File: src/design/tisel_pkg.sv
package tisel_pkg;

  localparam int TISEL_ADR_W  = 32;
  localparam int TISEL_DAT_W  = 32;
  localparam int TISEL_SEL_W  = 4;
  localparam int TISEL_REG_W  = 8;
  localparam int TISEL_CODE_W = 2;
  localparam int TISEL_CH_N   = 16;
  localparam int TISEL_LANE0  = 0;

  // register byte addresses
  localparam logic [TISEL_ADR_W-1:0] TISEL_IRQ_SRC_ADR = 32'hff770418;
  localparam logic [TISEL_ADR_W-1:0] TISEL_CHAIN_ADR   = 32'hff771000;
  localparam logic [TISEL_ADR_W-1:0] TISEL_RX_SRC_ADR  = 32'hff771004;
  localparam logic [TISEL_ADR_W-1:0] TISEL_TS_SRC_ADR  = 32'hff772014;

  localparam logic [TISEL_REG_W-1:0] TISEL_REG_RST  = 8'h00;
  localparam logic [TISEL_REG_W-1:0] TISEL_RX_MASK  = 8'h4f;
  localparam logic [TISEL_REG_W-1:0] TISEL_TS_MASK  = 8'h3f;
  localparam logic [TISEL_REG_W-1:0] TISEL_IRQ_MASK = 8'h03;
  localparam logic [TISEL_REG_W-1:0] TISEL_CHN_MASK = 8'hff;

  // field positions
  localparam int TISEL_RX_CH2_BIT  = 6;
  localparam int TISEL_RX_CH1_LSB  = 2;
  localparam int TISEL_RX_CH0_LSB  = 0;
  localparam int TISEL_TS_CH15_BIT = 5;
  localparam int TISEL_TS_KEEP_BIT = 4;
  localparam int TISEL_TS_CH13_BIT = 3;
  localparam int TISEL_TS_CH12_BIT = 2;
  localparam int TISEL_TS_CH11_BIT = 1;
  localparam int TISEL_TS_CH10_BIT = 0;
  localparam int TISEL_IRQ_CH15_BIT = 1;
  localparam int TISEL_IRQ_CH0_BIT  = 0;

  // two-bit pick codes; x0 selects the port pin
  localparam logic [TISEL_CODE_W-1:0] TISEL_PICK_CAN = 2'h1;
  localparam logic [TISEL_CODE_W-1:0] TISEL_PICK_ALT = 2'h3;

  // synchroniser vector layout
  localparam int TISEL_SY_UART2  = 16;
  localparam int TISEL_SY_UART10 = 17;
  localparam int TISEL_SY_UART11 = 18;
  localparam int TISEL_SY_CAN0   = 19;
  localparam int TISEL_SY_CAN1   = 20;
  localparam int TISEL_SY_CAN2   = 21;
  localparam int TISEL_SY_CAN3   = 22;
  localparam int TISEL_SY_ALT0   = 23;
  localparam int TISEL_SY_IRQ    = 24;
  localparam int TISEL_SYNC_W    = 25;

  // channels whose input is the bare port pin
  localparam logic [TISEL_CH_N-1:0] TISEL_DIRECT_MASK = 16'h43f8;

  typedef enum logic {
    TISEL_BUS_IDLE = 1'b0,
    TISEL_BUS_ACK  = 1'b1
  } tisel_bus_st_t;

endpackage

File: src/design/tisel_top.sv
// How it works
// (RULE_01) rx bit 6 picks channel 2 input: pin 2 or uart 2 receive
// (RULE_02) rx bits 3:2 feed channel 1: pin 1, can 1 stamp, uart 11
// (RULE_03) rx bits 1:0 feed channel 0: pin 0, can 0 stamp, alternate
// (RULE_04) stamp bit 5 feeds channel 15: pin 15 or alt controller stamp
// (RULE_05) stamp bit 3 feeds channel 13: pin 13 or can 3 stamp
// (RULE_06) stamp bit 2 drives channel 12: pin 12 or can 2 stamp
// (RULE_07) stamp bit 1 feeds channel 11: pin 11 or can 1 stamp
// (RULE_08) stamp bit 0 drives channel 10: pin 10 or can 0 stamp
// (RULE_09) irq bit 1 feeds channel 15 with secondary timer irq
// (RULE_10) irq bit 0 picks uart 10 or irq as channel 0 alternate
// (RULE_11) software keeps stamp bit 4 at zero
// (RULE_12) four select registers are byte wide and reset to zero
// (RULE_13) odd channels may take the even neighbour per chain register
// (RULE_14) selectors follow a register write from the next edge
// (RULE_15) unused bits read zero, stamp bit 4 is stored
`timescale 1ns/100ps
`default_nettype none
module tisel_top (
  input  wire logic                          clk_i,
  input  wire logic                          rst_b_i,
  input  wire logic                          wb_cyc_i,
  input  wire logic                          wb_stb_i,
  input  wire logic                          wb_we_i,
  input  wire logic [tisel_pkg::TISEL_ADR_W-1:0] wb_adr_i,
  input  wire logic [tisel_pkg::TISEL_DAT_W-1:0] wb_dat_i,
  input  wire logic [tisel_pkg::TISEL_SEL_W-1:0] wb_sel_i,
  output logic      [tisel_pkg::TISEL_DAT_W-1:0] wb_dat_o,
  output logic                               wb_ack_o,
  input  wire logic [tisel_pkg::TISEL_CH_N-1:0]  timer_input_pin_i,
  input  wire logic                          uart2_receive_line_i,
  input  wire logic                          uart10_receive_line_i,
  input  wire logic                          uart11_receive_line_i,
  input  wire logic                          can_controller_0_stamp_i,
  input  wire logic                          can_controller_1_stamp_i,
  input  wire logic                          can_controller_2_stamp_i,
  input  wire logic                          can_controller_3_stamp_i,
  input  wire logic                          alt_controller_0_stamp_i,
  input  wire logic                          secondary_timer_ch3_irq_i,
  output logic      [tisel_pkg::TISEL_CH_N-1:0]  timer_channel_input_o
);

  import tisel_pkg::*;

  function automatic logic addr_hit(
    input logic [TISEL_ADR_W-1:0] adr,
    input logic [TISEL_ADR_W-1:0] reg_adr
  );
    return adr == reg_adr;
  endfunction

  // x0 gives the pin; both 2-bit selectors share this decode
  function automatic logic pick4(
    input logic [TISEL_CODE_W-1:0] code,
    input logic                    pin,
    input logic                    can,
    input logic                    alt
  );
    logic res;
    res = pin;
    if (code == TISEL_PICK_CAN) begin
      res = can;
    end else if (code == TISEL_PICK_ALT) begin
      res = alt;
    end
    return res;
  endfunction

  // ---- synchronised inputs
  logic [TISEL_SYNC_W-1:0] sync_d;
  logic [TISEL_SYNC_W-1:0] sync_s;

  assign sync_d = {secondary_timer_ch3_irq_i,
                   alt_controller_0_stamp_i,
                   can_controller_3_stamp_i,
                   can_controller_2_stamp_i,
                   can_controller_1_stamp_i,
                   can_controller_0_stamp_i,
                   uart11_receive_line_i,
                   uart10_receive_line_i,
                   uart2_receive_line_i,
                   timer_input_pin_i};

  tisel_sync #(
    .WIDTH (TISEL_SYNC_W)
  ) u_sync (
    .clk_i   (clk_i),
    .rst_b_i (rst_b_i),
    .d_i     (sync_d),
    .q_o     (sync_s)
  );

  wire [TISEL_CH_N-1:0] pin_s    = sync_s[TISEL_CH_N-1:0];
  wire                  uart2_s  = sync_s[TISEL_SY_UART2];
  wire                  uart10_s = sync_s[TISEL_SY_UART10];
  wire                  uart11_s = sync_s[TISEL_SY_UART11];
  wire                  can0_s   = sync_s[TISEL_SY_CAN0];
  wire                  can1_s   = sync_s[TISEL_SY_CAN1];
  wire                  can2_s   = sync_s[TISEL_SY_CAN2];
  wire                  can3_s   = sync_s[TISEL_SY_CAN3];
  wire                  alt0_s   = sync_s[TISEL_SY_ALT0];
  wire                  irq_s    = sync_s[TISEL_SY_IRQ];

  // ---- wishbone slave
  tisel_bus_st_t            st_q;
  tisel_bus_st_t            st_d;
  logic                     ack_q;
  logic [TISEL_DAT_W-1:0]   dat_q;
  logic [TISEL_DAT_W-1:0]   dat_d;
  logic [TISEL_REG_W-1:0]   rx_q;
  logic [TISEL_REG_W-1:0]   rx_d;
  logic [TISEL_REG_W-1:0]   ts_q;
  logic [TISEL_REG_W-1:0]   ts_d;
  logic [TISEL_REG_W-1:0]   irq_q;
  logic [TISEL_REG_W-1:0]   irq_d;
  logic [TISEL_REG_W-1:0]   chain_q;
  logic [TISEL_REG_W-1:0]   chain_d;

  wire req      = wb_cyc_i & wb_stb_i;
  wire hit_rx   = addr_hit(wb_adr_i, TISEL_RX_SRC_ADR);
  wire hit_ts   = addr_hit(wb_adr_i, TISEL_TS_SRC_ADR);
  wire hit_irq  = addr_hit(wb_adr_i, TISEL_IRQ_SRC_ADR);
  wire hit_chn  = addr_hit(wb_adr_i, TISEL_CHAIN_ADR);

  // a write lands on the edge where ack is seen, lane 0 only
  wire wr_en    = req & wb_we_i & ack_q & wb_sel_i[TISEL_LANE0];

  wire [TISEL_REG_W-1:0] wr_byte = wb_dat_i[TISEL_REG_W-1:0];

  // unused bits are masked off on the way in  (see RULE_15)
  assign rx_d    = (wr_en & hit_rx)  ? (wr_byte & TISEL_RX_MASK)  : rx_q;
  assign ts_d    = (wr_en & hit_ts)  ? (wr_byte & TISEL_TS_MASK)  : ts_q;
  assign irq_d   = (wr_en & hit_irq) ? (wr_byte & TISEL_IRQ_MASK) : irq_q;
  assign chain_d = (wr_en & hit_chn) ? (wr_byte & TISEL_CHN_MASK) : chain_q;

  // unmapped addresses still ack, reading zero
  wire [TISEL_REG_W-1:0] rd_byte = hit_rx  ? rx_q :
                                   hit_ts  ? ts_q :
                                   hit_irq ? irq_q :
                                   hit_chn ? chain_q :
                                   TISEL_REG_RST;

  wire [TISEL_DAT_W-1:0] rd_word =
    {{(TISEL_DAT_W-TISEL_REG_W){1'b0}}, rd_byte};

  always_comb begin
    case (st_q)
      TISEL_BUS_IDLE: begin
        st_d = req ? TISEL_BUS_ACK : TISEL_BUS_IDLE;
      end
      TISEL_BUS_ACK: begin
        st_d = TISEL_BUS_IDLE;
      end
      default: begin
        st_d = TISEL_BUS_IDLE;
      end
    endcase
  end

  assign dat_d = (st_q == TISEL_BUS_IDLE && req) ? rd_word : '0;

  always_ff @(posedge clk_i) begin
    if (!rst_b_i) begin
      st_q  <= TISEL_BUS_IDLE;
      ack_q <= 1'b0;
      dat_q <= '0;
    end else begin
      st_q  <= st_d;
      ack_q <= (st_d == TISEL_BUS_ACK);
      dat_q <= dat_d;
    end
  end

  // cleared to pin routing on reset  (see RULE_12)
  always_ff @(posedge clk_i) begin
    if (!rst_b_i) begin
      rx_q    <= TISEL_REG_RST;
      ts_q    <= TISEL_REG_RST;
      irq_q   <= TISEL_REG_RST;
      chain_q <= TISEL_REG_RST;
    end else begin
      rx_q    <= rx_d;
      ts_q    <= ts_d;
      irq_q   <= irq_d;
      chain_q <= chain_d;
    end
  end

  assign wb_ack_o = ack_q;
  assign wb_dat_o = dat_q;

  // ---- source selectors, combinational up to the registered chain stage  (see RULE_14)
  logic [TISEL_CH_N-1:0] pre_w;

  wire ch0_alt = irq_q[TISEL_IRQ_CH0_BIT] ? irq_s : uart10_s; // see RULE_10

  assign pre_w[0] = pick4(rx_q[TISEL_RX_CH0_LSB +: TISEL_CODE_W],
                          pin_s[0], can0_s, ch0_alt); // see RULE_03
  assign pre_w[1] = pick4(rx_q[TISEL_RX_CH1_LSB +: TISEL_CODE_W],
                          pin_s[1], can1_s, uart11_s); // see RULE_02
  assign pre_w[2] = rx_q[TISEL_RX_CH2_BIT] ? uart2_s : pin_s[2]; // see RULE_01

  assign pre_w[10] = ts_q[TISEL_TS_CH10_BIT] ? can0_s : pin_s[10]; // see RULE_08
  assign pre_w[11] = ts_q[TISEL_TS_CH11_BIT] ? can1_s : pin_s[11]; // see RULE_07
  assign pre_w[12] = ts_q[TISEL_TS_CH12_BIT] ? can2_s : pin_s[12]; // see RULE_06
  assign pre_w[13] = ts_q[TISEL_TS_CH13_BIT] ? can3_s : pin_s[13]; // see RULE_05

  // irq pick overrides the stamp pick on channel 15
  wire ch15_stamp = ts_q[TISEL_TS_CH15_BIT] ? alt0_s : pin_s[15]; // see RULE_04
  assign pre_w[15] = irq_q[TISEL_IRQ_CH15_BIT] ? irq_s : ch15_stamp; // see RULE_09

  genvar k;
  generate
    for (k = 0; k < TISEL_CH_N; k++) begin : g_direct
      if (TISEL_DIRECT_MASK[k]) begin : g_pin
        assign pre_w[k] = pin_s[k];
      end
    end
  endgenerate

  tisel_chain #(
    .CH_N (TISEL_CH_N)
  ) u_chain (
    .clk_i   (clk_i),
    .rst_b_i (rst_b_i),
    .pre_i   (pre_w),
    .chain_i (chain_q),
    .chan_o  (timer_channel_input_o)
  );

  wire [TISEL_CH_N-1:0] out = timer_channel_input_o;
endmodule
`default_nettype wire

File: src/design/tisel_sync.sv
`timescale 1ns/100ps
`default_nettype none
module tisel_sync #(
  parameter int WIDTH = 1
) (
  input  wire logic             clk_i,
  input  wire logic             rst_b_i,
  input  wire logic [WIDTH-1:0] d_i,
  output logic      [WIDTH-1:0] q_o
);

  logic [WIDTH-1:0] meta_q;

  // first stage feeds only the second stage
  always_ff @(posedge clk_i) begin
    if (!rst_b_i) begin
      meta_q <= '0;
      q_o    <= '0;
    end else begin
      meta_q <= d_i;
      q_o    <= meta_q;
    end
  end

endmodule
`default_nettype wire

File: src/design/tisel_chain.sv
`timescale 1ns/100ps
`default_nettype none
module tisel_chain #(
  parameter int CH_N = 16
) (
  input  wire logic              clk_i,
  input  wire logic              rst_b_i,
  input  wire logic [CH_N-1:0]   pre_i,
  input  wire logic [CH_N/2-1:0] chain_i,
  output logic      [CH_N-1:0]   chan_o
);

  logic [CH_N-1:0] chan_d;

  genvar p;
  generate
    for (p = 0; p < CH_N/2; p++) begin : g_pair
      assign chan_d[2*p]   = pre_i[2*p];
      // odd input borrows its even neighbour  (see RULE_13)
      assign chan_d[2*p+1] = chain_i[p] ? pre_i[2*p] : pre_i[2*p+1];
    end
  endgenerate

  // registered so the timer sees a glitch-free input
  always_ff @(posedge clk_i) begin
    if (!rst_b_i) begin
      chan_o <= '0;
    end else begin
      chan_o <= chan_d;
    end
  end

endmodule
`default_nettype wire

File: config.mk
export PLATFORM = sky130hd
export DESIGN_NAME = tisel_top
export DESIGN_NICKNAME = d
export VERILOG_FILES = /design/src/design/tisel_pkg.sv /design/src/design/tisel_top.sv /design/src/design/tisel_sync.sv /design/src/design/tisel_chain.sv
export SDC_FILE = /design/constraint.sdc
export NUM_CORES = 1
export LEC_CHECK = 0
export BUFFER_PORTS_ARGS = -buffer_cell sky130_fd_sc_hd__buf_2
export CAP_MARGIN = 0
export CORE_MARGIN = 3
export CORE_UTILIZATION = 40
export CTS_CLUSTER_DIAMETER = 40
export DETAILED_ROUTE_END_ITERATION = 10
export HOLD_SLACK_MARGIN = 0.08
export PLACE_DENSITY = 0.68
export SLEW_MARGIN = 30
export SYNTH_ARGS = -nofsm -noshare
export SYNTH_HDL_FRONTEND = slang
export SYNTH_HIERARCHICAL = 1
export SYNTH_SLANG_ARGS = --single-unit
File: constraint.sdc
create_clock -name clk_i -period 2.7 [get_ports clk_i]
set_input_delay 0.54 -clock clk_i [delete_from_list [all_inputs] [get_ports clk_i]]
set_output_delay 0.54 -clock clk_i [all_outputs]
set_load 0.02 [all_outputs]
* After elaboration in Yosys (flattened, before gate mapping) *
Index checks and enable logic that the tools add are counted.

word-level totals
  register bits after elaboration = 120
  latch bits = 0
  bits in writable memories = 0
  bits in read-only memories = 0
  input bits = 98
  output and inout bits = 49
  word-level logic and storage cells = 55
  memories kept = 0

cells by class
  $add $sub $neg = 0
  multipliers = 0
  div/mod/pow operators = 0
  $lt $le $gt $ge = 0
  equal/unequal tests = 8
  shift operators = 0
  mux-type cells = 26
  bitwise gates (word level) = 9
  reduce and logical (&&, ||, !) cells = 2

operators with widths
  cell                    number
  $eq A32 B32 Y1 const B  4
  $mux W8                 4
  $mux W1                 21
  $and A1 B1 Y1           8
  $eq A2 B1 Y1 const B    2
  $eq A2 B2 Y1 const B    2
  $pmux W1 S2             1
  $reduce_and A2 Y1       1
  $logic_and A1 B1 Y1     1
  $not A1 Y1              1

* Depth between registers and ports, before layout *
Gate-level depths: netlist of run 1.

  depth in word-level cells = 5
  depth in mapped cells = 7
  depth with buffers taken out = 5

* Hierarchy *
Netlist of run 1, hierarchy kept.

modules (own cells, without submodules)
  module       times used  cells an instance  area an instance (µm²)  sequential area each (µm²)
  tisel_top    1           191                1,726.7                 600.6
  tisel_sync   1           105                1,388.8                 1,001.0
  tisel_chain  1           41                 514.2                   320.3

* Least setup slack after synthesis of run 1 *
OpenSTA, ideal clock, no wires.

  path type = input to register
  start = input wb_adr_i[14] (netlist bit)
  end = register chain_q[0]
  library setup time = 0.072 ns
  arrival = 2.038 ns
  data required time = 2.628 ns
  slack = 0.590 ns
  stages = 5
  path buffers = 1
  cells stage by stage = or4_4 nor4_4 and3_2 buf_6 mux2i_1

between the ends
  longest elaborated chain between the ends = 2

ends and longest elaborated chain
  item                    line              RTL
  start: declaration      tisel_top.sv:25   input wire logic [tisel_pkg::TISEL_ADR_W-1:0] wb_adr_i,
  $eq A32 B32 Y1          tisel_top.sv:49   return adr == reg_adr;
  $and A1 B1 Y1           tisel_top.sv:134  assign chain_d = (wr_en & hit_chn) ? (wr_byte & TISEL_CHN_MASK) : chain_q;
  end signal: assignment  tisel_top.sv:185  chain_q <= chain_d;
  end: declaration        tisel_top.sv:116  logic [TISEL_REG_W-1:0] chain_q;

No other way between the ends.
A chain may end at the register's enable or synchronous reset.

* Final worst setup path of run 1 *
  start = input wb_adr_i[14] (netlist bit)
  end = register chain_q[3]

Same word-level chain as after synthesis.

==> results.cfg, run 1 <==
[cts]
cts-htree-levels = 3
cts_resized = 0
hold_buffers = 0
clk_latency_ns = 0.35
post_cts.repair.setup_buffers = 0
clk_pin_slew_worst_paths_ns = 0.08
numCtsBuffers = 9
cts.sinks = 96
clk_path_buf_depth = 2
cts_tree = built
ctsRootBufferMaster = clkbuf_8

[run_status]
status = complete, no violations

[floorplanning]
row_count = 34
die-width_um = 101
design.core.area_um2 = 8760
die-area_um2 = 10300
io_pins = 147
start_util = 0.414
die_y_um = 101

[global_routing]
antenna_found_initial = 0
grt_remaining_overflow = 0
grt_max_degree = 96
grt_pass1_vias = 2343
grt_pass1_wl_um = 10700
grtUsageTotal = 0.134

[power]
total_power_mw = 2.55
p_per_area_nw_per_um2 = 594
ir_drop_mv = 0.246
p_leak_nw = 1.84

[placed_design]
dp_hpwl_um = 5170
gp_congestion = 0.903
place_area_um2 = 4100
port_buffers = 95
dp_slack_ns = 0.266
numPlacedInstances = 530

[detailed_routing]
drc = 0
firstDrtPassIters = 4
highest_layer = met4
wl_met2_um = 3270
drt-met1-wl_um = 3000
ant_nets = 0
drt_iter0_drc = 60
dr_wl_met3_um = 428
vias_per_cell = 4.46
dr_total_vias = 2436
wl_um = 6840
wire_per_inst_um = 12.5

[timing]
worst_slew_pin_slew_ns = 0.711
fin_crit_sh = 0.755
timing.final.ws_setup_ns = 0.662
finalSetupTns_ns = 0
setup_viol_count_final = 0
finalClockSkew_ns = 0.00605
drv_slew = 0
maxSlewHeadroom = 0.526
rsz0062_at_grt = false
hold_violations = 0
finalCriticalPeriod_ns = 2.04
fmaxAchievable_mhz = 491

[critical_path]
crit_type = input port to flop
critPathMaxFanout = 8
r2r_slack_ns = 1.29
crit_required_ns = 2.98
end_kind = flop
crit_arrival_ns = 2.32
r2r_start = wb_ack_o
r2r_end = wb_dat_o[5]
worstSetupStartpointType = input port
r2r_cells = 3

[synth]
ys.warnings.count = 6
yosys_register_bits = 96
yosysUniqueCellTypes = 41
syn_avg_cell_area_um2 = 10.8
yosys.area.top_type = dfxtp_1
synth_top_area_frac = 0.529
ys_seq_area_frac = 0.529
synthTopCellsByArea = dfxtp_1 53%, mux2i_1 9.1%, and2_2 8.3%
syn_inst = 337
syn_area_um2 = 3630

[job]
cap_viol_max_count = 0

[worst_hold_path]
hold_depth = 2
hold_path.class = input port to flop
min-delay-start = timer_input_pin_i[0]
worstHoldEndpoint = u_sync/meta_q[0]

[layout]
fin_nets = 531
num_antenna_cells = 0
instances_no_fill = 546
stdcell_area_um2 = 4300
drive_above_1_share = 0.390
areaGrowthSynthToFinish_pct = 18.3
==> cell families (layout without fill, tap and decap cells) <==
group                  Yosys count  in the layout  share of synthesized area
and+or+nand+nor                146            146                      0.256
DFF                             96             96                      0.529
muxes                           39             39                      0.110
buffers and inverters           37            115                     0.0703
AOI/OAI and AO/OA               18             18                     0.0334
other                            1             24                    0.00103
==> Yosys cell counts, drive strengths merged <==
cell type  number
buf            28
nand4bb         1
a221oi          2
dfxtp          96
or4             2
nor4            3
nand4b          1
and2b           2
and3            3
inv             1
and3b           1
nor2            7
o221a           2
mux2i          33
nand4           3
conb            1
a211oi          2
nor2b           6
and2           58
nor3b           3
mux2            6
o21ai           6
nand3           8
or3             2
nand2          40
a21oi           6
or4b            2
or4bb           1
nor3            3
clkbuf          8
==> registers in the layout, summed over array words and instances (netlist names) <==
signal and cells:
irq_q 2, u_sync/q_o 25, wb_dat_o 8, wb_ack_o 1, u_chain/chan_o 16, u_sync/meta_q 25
ts_q 6, chain_q 8, rx_q 5
==> critical path: stages <==
cell and delay (ns):
buf_2 0.09, or4_4 0.60, nor4_4 0.44, and3_2 0.43
mux2i_1 0.21
==> metrics by stage <==
step	utilization	hold slack, ns
3_3_place_gp	0.468	0.418
3_5_place_dp	0.468	0.429
5_1_grt	0.490	0.367
6_report	0.490	0.390
2_1_floorplan	-	0.406
4_1_cts	0.490	0.365
==> how the worst max path moves through the flow <==
stage | endpoint | cells after the start | from | slack (ns)
global route | chain_q[5] | 5 | wb_adr_i[14] | 0.52
finish | chain_q[3] | 5 | wb_adr_i[14] | 0.66
global placement | chain_q[1] | 5 | wb_adr_i[14] | 0.30
floorplan | chain_q[0] | 5 | wb_adr_i[14] | 0.59
CTS | chain_q[5] | 5 | wb_adr_i[14] | 0.65
detailed placement | chain_q[5] | 5 | wb_adr_i[14] | 0.27
==> where the power goes <==
part | leakage [nW] | internal, mW | switching, mW | total (mW)
Sequential | 0.786 | 1.46 | 0.00980 | 1.47
Clock | 0.0993 | 0.452 | 0.458 | 0.910
Combinational | 0.957 | 0.0797 | 0.0984 | 0.178
==> cell usage in the layout (no fill, tap or decap), drive strengths merged <==
cell / n
buf: 98
dfxtp: 96
and2: 58
nand2: 40
mux2i: 33
conb: 24
clkbuf: 11
nand3: 8
nor2: 7
mux2: 6
o21ai: 6
a21oi: 6
nor2b: 6
nor4: 3
nor3b: 3
nand4: 3
and3: 3
nor3: 3
clkinv: 3
or4b: 2
a211oi: 2
o221a: 2
and2b: 2
or4: 2
or3: 2
a221oi: 2
nand4bb: 1
nand4b: 1
and3b: 1
or4bb: 1
inv: 1
bufinv: 1
clkinvlp: 1
==> cell type report <==
type,instances,area (um^2)
inverter,1,3.75
tap,108,135
multi-input combinational,227,1540
clock buffer,11,141
fill,827,4470
timing repair buffer,98,498
clock inverter,5,56.3
sequential,96,1920
==> layer usage <==
layer	GRT usage	vias up
met1	0.157	1073
li1	-	1271
met3	0.0365	10
met5	0	-
met2	0.226	82
met4	0.0675	0
Power figures use the tool's default switching activity.
==> run 2, diff against run 1 <==
PLACE_DENSITY = 0.71   (was 0.68)
clock period = 1.8 ns   (was 2.7 ns; I/O delays follow)
==> results.cfg, run 2 (same netlist as run 1, synthesis figures left out) <==
[layout]
areaGrowthSynthToFinish_pct = 21.6
reg_top3 = u_sync/meta_q x25, u_sync/q_o x25, u_chain/chan_o x16
fillers = 820
final_cell_mix = 96 x dfxtp_1, 95 x buf_2, 40 x and2_2
fin_nets = 545
drive_above_1_share = 0.418
multi_input_area_um2 = 1560
num_antenna_cells = 0
ff_latch_area_um2 = 1920
layout_commonest_cell = dfxtp_1

[floorplanning]
die_y_um = 101
die-width_um = 101
design.core.area_um2 = 8760
start_util = 0.414
io_pins = 147
row_count = 34
die-area_um2 = 10300

[detailed_routing]
ant_nets = 0
drt_iter0_drc = 68
wl_um = 7110
firstDrtPassIters = 4
dr_total_vias = 2507
wire_per_inst_um = 12.7
drc = 0
vias_per_cell = 4.48

[timing]
fmaxAchievable_mhz = 585
timing.final.ws_setup_ns = 0.0906
rsz0062_at_grt = false
setup_viol_count_final = 0
fin_crit_sh = 0.950
finalCriticalPeriod_ns = 1.71
fin_hold_ws_ns = 0.205
finalClockSkew_ns = 0.0105
hold_violations = 0
drv_slew = 0

[critical_path]
crit_required_ns = 2.07
r2r_end = rx_q[2]
r2r_slack_ns = 0.39
critPathMaxFanout = 4
crit_start = wb_adr_i[12]
r2r_cells = 5
critPathCapture = ts_q[2]
crit_arrival_ns = 1.98
worstSetupStartpointType = input port
r2r_start = wb_ack_o
end_kind = flop
crit_type = input port to flop

[cts]
cts-htree-levels = 3
cts.sinks = 96
ctsRootBufferMaster = clkbuf_8
cts_resized = 0
clk_path_buf_depth = 2
clk_latency_ns = 0.35
hold_buffers = 0
post_cts.repair.setup_buffers = 0
clk_pin_slew_worst_paths_ns = 0.09
numCtsBuffers = 9
cts_tree = built

[power]
ir_drop_mv = 0.381
p_leak_nw = 1.92
p_per_area_nw_per_um2 = 858
total_power_mw = 3.79

[placed_design]
dp_hpwl_um = 5550
port_buffers = 95
gp_congestion = 0.878
dp_slack_ns = -0.261

[global_routing]
grt_pass1_vias = 2376
grtUsageTotal = 0.138
antenna_found_initial = 0
grt_pass1_wl_um = 11000
grt_remaining_overflow = 0
grt_max_degree = 58

[worst_hold_path]
hold_path.class = input port to flop

[job]
cap_viol_max_count = 0

[run_status]
status = complete, no violations
run 2: changes by cell type in the layout (fill, tap and decap cells not counted), sizes merged:
| cell | change |
|---|---|
| bufinv | -1 |
| inv | +1 |
| clkinv | -1 |
| buf | +14 |
| clkbuf | +1 |
run 2: how the worst min path moves through the flow:
stage / cells past startpoint / startpoint / endpoint
after detailed placement: 1 / u_sync/meta_q[22] / u_sync/q_o[22]
after global placement: 1 / u_sync/meta_q[23] / u_sync/q_o[23]
after global routing: 2 / timer_input_pin_i[3] / u_sync/meta_q[3]
final: 2 / timer_input_pin_i[3] / u_sync/meta_q[3]
after CTS: 2 / timer_input_pin_i[3] / u_sync/meta_q[3]
after floorplan: 1 / u_sync/meta_q[23] / u_sync/q_o[23]
run 2: final cells by class:
cell class / count / area share
clock buffer: 12 / 0.0374
clock inverter: 4 / 0.00595
inverter: 1 / 0.000851
multi-input combinational: 227 / 0.353
sequential: 96 / 0.435
tap: 108 / 0.0306
timing repair buffer: 112 / 0.137
run 2: report_power, final:
part | leakage [nW] | total (mW) | internal [mW] | switching, mW
Clock | 0.0988 | 1.30 | 0.616 | 0.687
Combinational | 1.03 | 0.284 | 0.132 | 0.152
Sequential | 0.786 | 2.20 | 2.18 | 0.0156
run 2: through the flow:
step                std cells  instance area, um^2   util  setup TNS (ns)
finish                    560                 4410  0.504               0
global route              560                 4410  0.504               0
CTS                       560                 4410  0.504               0
detailed placement        544                 4220  0.482           -5.81
global placement          544                 4220  0.482           -5.17
floorplan                 360                 3740      -           -1.07
run 2: layer usage:
layer,wire length [um],vias to the layer above,track usage
met5,0,-,0
met4,189,0,0.0583
met1,2950,1117,0.156
met2,3500,81,0.239
met3,468,13,0.0434
li1,-,1296,-
run 2: worst max-delay path, stage by stage:
cell and delay [ns]:
buf_2 0.11, or4b_4 0.57, nor4_4 0.34, and3_1 0.23, buf_4 0.16, mux2i_1 0.21
==> run 3, diff against run 2 <==
PLACE_DENSITY = default   (was 0.71)
PLACE_DENSITY_LB_ADDON = 0.1   (was default)
SLEW_MARGIN = 25   (was 30)
==> results.cfg, run 3 (same netlist as run 1, synthesis figures left out) <==
[run_status]
status = complete, no violations

[critical_path]
crit_arrival_ns = 1.99
r2r_start = wb_ack_o
critPathMaxFanout = 6
r2r_end = rx_q[3]
r2r_slack_ns = 0.32
crit_required_ns = 2.07
r2r_cells = 5
critPathCapture = rx_q[3]
end_kind = flop
worstSetupStartpointType = input port
crit_type = input port to flop
crit_start = wb_adr_i[10]

[placed_design]
port_buffers = 95
place_area_um2 = 4270
gp_congestion = 0.781
dp_hpwl_um = 5270
numPlacedInstances = 547

[layout]
multi_input_area_um2 = 1560
fillers = 859
fin_nets = 548
ff_latch_area_um2 = 1920
reg_top3 = u_sync/meta_q x25, u_sync/q_o x25, u_chain/chan_o x16
final_cell_mix = 96 x dfxtp_1, 95 x buf_2, 40 x and2_2
instances_no_fill = 563
drive_above_1_share = 0.415
num_antenna_cells = 0
stdcell_area_um2 = 4430
areaGrowthSynthToFinish_pct = 22.2
layout_commonest_cell = dfxtp_1

[floorplanning]
start_util = 0.414
die-area_um2 = 10300
row_count = 34
die-width_um = 101
io_pins = 147
design.core.area_um2 = 8760
die_y_um = 101

[timing]
fmaxAchievable_mhz = 580
hold_violations = 0
finalCriticalPeriod_ns = 1.72
fin_hold_ws_ns = 0.214
drv_slew = 0
setup_viol_count_final = 0
finalClockSkew_ns = 0.00899
fin_crit_sh = 0.958
rsz0062_at_grt = false

[detailed_routing]
firstDrtPassIters = 4
drt_iter0_drc = 58
drc = 0
highest_layer = met4
dr_wl_met3_um = 465
ant_nets = 0
vias_per_cell = 4.44
drt-met1-wl_um = 3070
wire_per_inst_um = 12.5
wl_met2_um = 3410
wl_um = 7020
dr_total_vias = 2499

[cts]
cts-htree-levels = 3
hold_buffers = 0
cts_resized = 0
numCtsBuffers = 9
clk_path_buf_depth = 2
ctsRootBufferMaster = clkbuf_8
cts_tree = built
clk_pin_slew_worst_paths_ns = 0.09
cts.sinks = 96
clk_latency_ns = 0.34
post_cts.repair.setup_buffers = 0

[global_routing]
antenna_found_initial = 0
grtUsageTotal = 0.138
grt_pass1_vias = 2354
grt_remaining_overflow = 0
grt_pass1_wl_um = 11000
grt_max_degree = 96

[power]
p_leak_nw = 1.92
p_per_area_nw_per_um2 = 833
ir_drop_mv = 0.501

[job]
cap_viol_max_count = 0

[worst_hold_path]
hold_path.class = input port to flop
run 3: power breakdown:
part / internal, mW / leakage (nW) / total, mW / switching [mW]
logic: 0.136 / 1.06 / 0.287 / 0.150
clock network: 0.510 / 0.0810 / 1.21 / 0.696
registers: 2.18 / 0.786 / 2.20 / 0.0151
run 3: critical path, stage by stage:
cell,delay [ns]
buf_2,0.11
or4b_4,0.57
nor4_4,0.32
nand2_2,0.17
nor2_4,0.22
mux2i_1,0.24
run 3: worst min-delay path by stage:
stage	start	end	slack (ns)	depth (start not counted)
floorplan	u_sync/meta_q[23]	u_sync/q_o[23]	0.41	1
global placement	u_sync/meta_q[23]	u_sync/q_o[23]	0.42	1
detailed placement	u_sync/meta_q[23]	u_sync/q_o[23]	0.42	1
CTS	secondary_timer_ch3_irq_i	u_sync/meta_q[24]	0.19	2
global route	timer_input_pin_i[5]	u_sync/meta_q[5]	0.18	2
finish	secondary_timer_ch3_irq_i	u_sync/meta_q[24]	0.21	2
run 3: layout make-up:
| cell class | count | area share |
|---|---|---|
| inverter | 1 | 0.000847 |
| multi-input combinational | 227 | 0.351 |
| sequential | 96 | 0.433 |
| timing repair buffer | 115 | 0.147 |
| tap | 108 | 0.0305 |
| clock buffer | 12 | 0.0305 |
| clock inverter | 4 | 0.00677 |
run 3: per-stage QoR:
stage / utilization / total power, mW / setup TNS [ns] / setup WS, ns
floorplan: - / 2.45 / -1.07 / -0.0723
global placement: 0.487 / 2.53 / -5.57 / -0.219
detailed placement: 0.487 / 2.54 / -5.96 / -0.248
CTS: 0.506 / 3.76 / 0 / 0.0817
global route: 0.506 / 3.86 / 0 / 0.00293
finish: 0.506 / 3.69 / 0 / 0.0756
run 3: layer usage:
metal  GRT usage  vias to the layer above
met5           0                        -
met4      0.0552                        0
met3      0.0393                        7
met2       0.233                       83
met1       0.166                     1111
li1            -                     1298
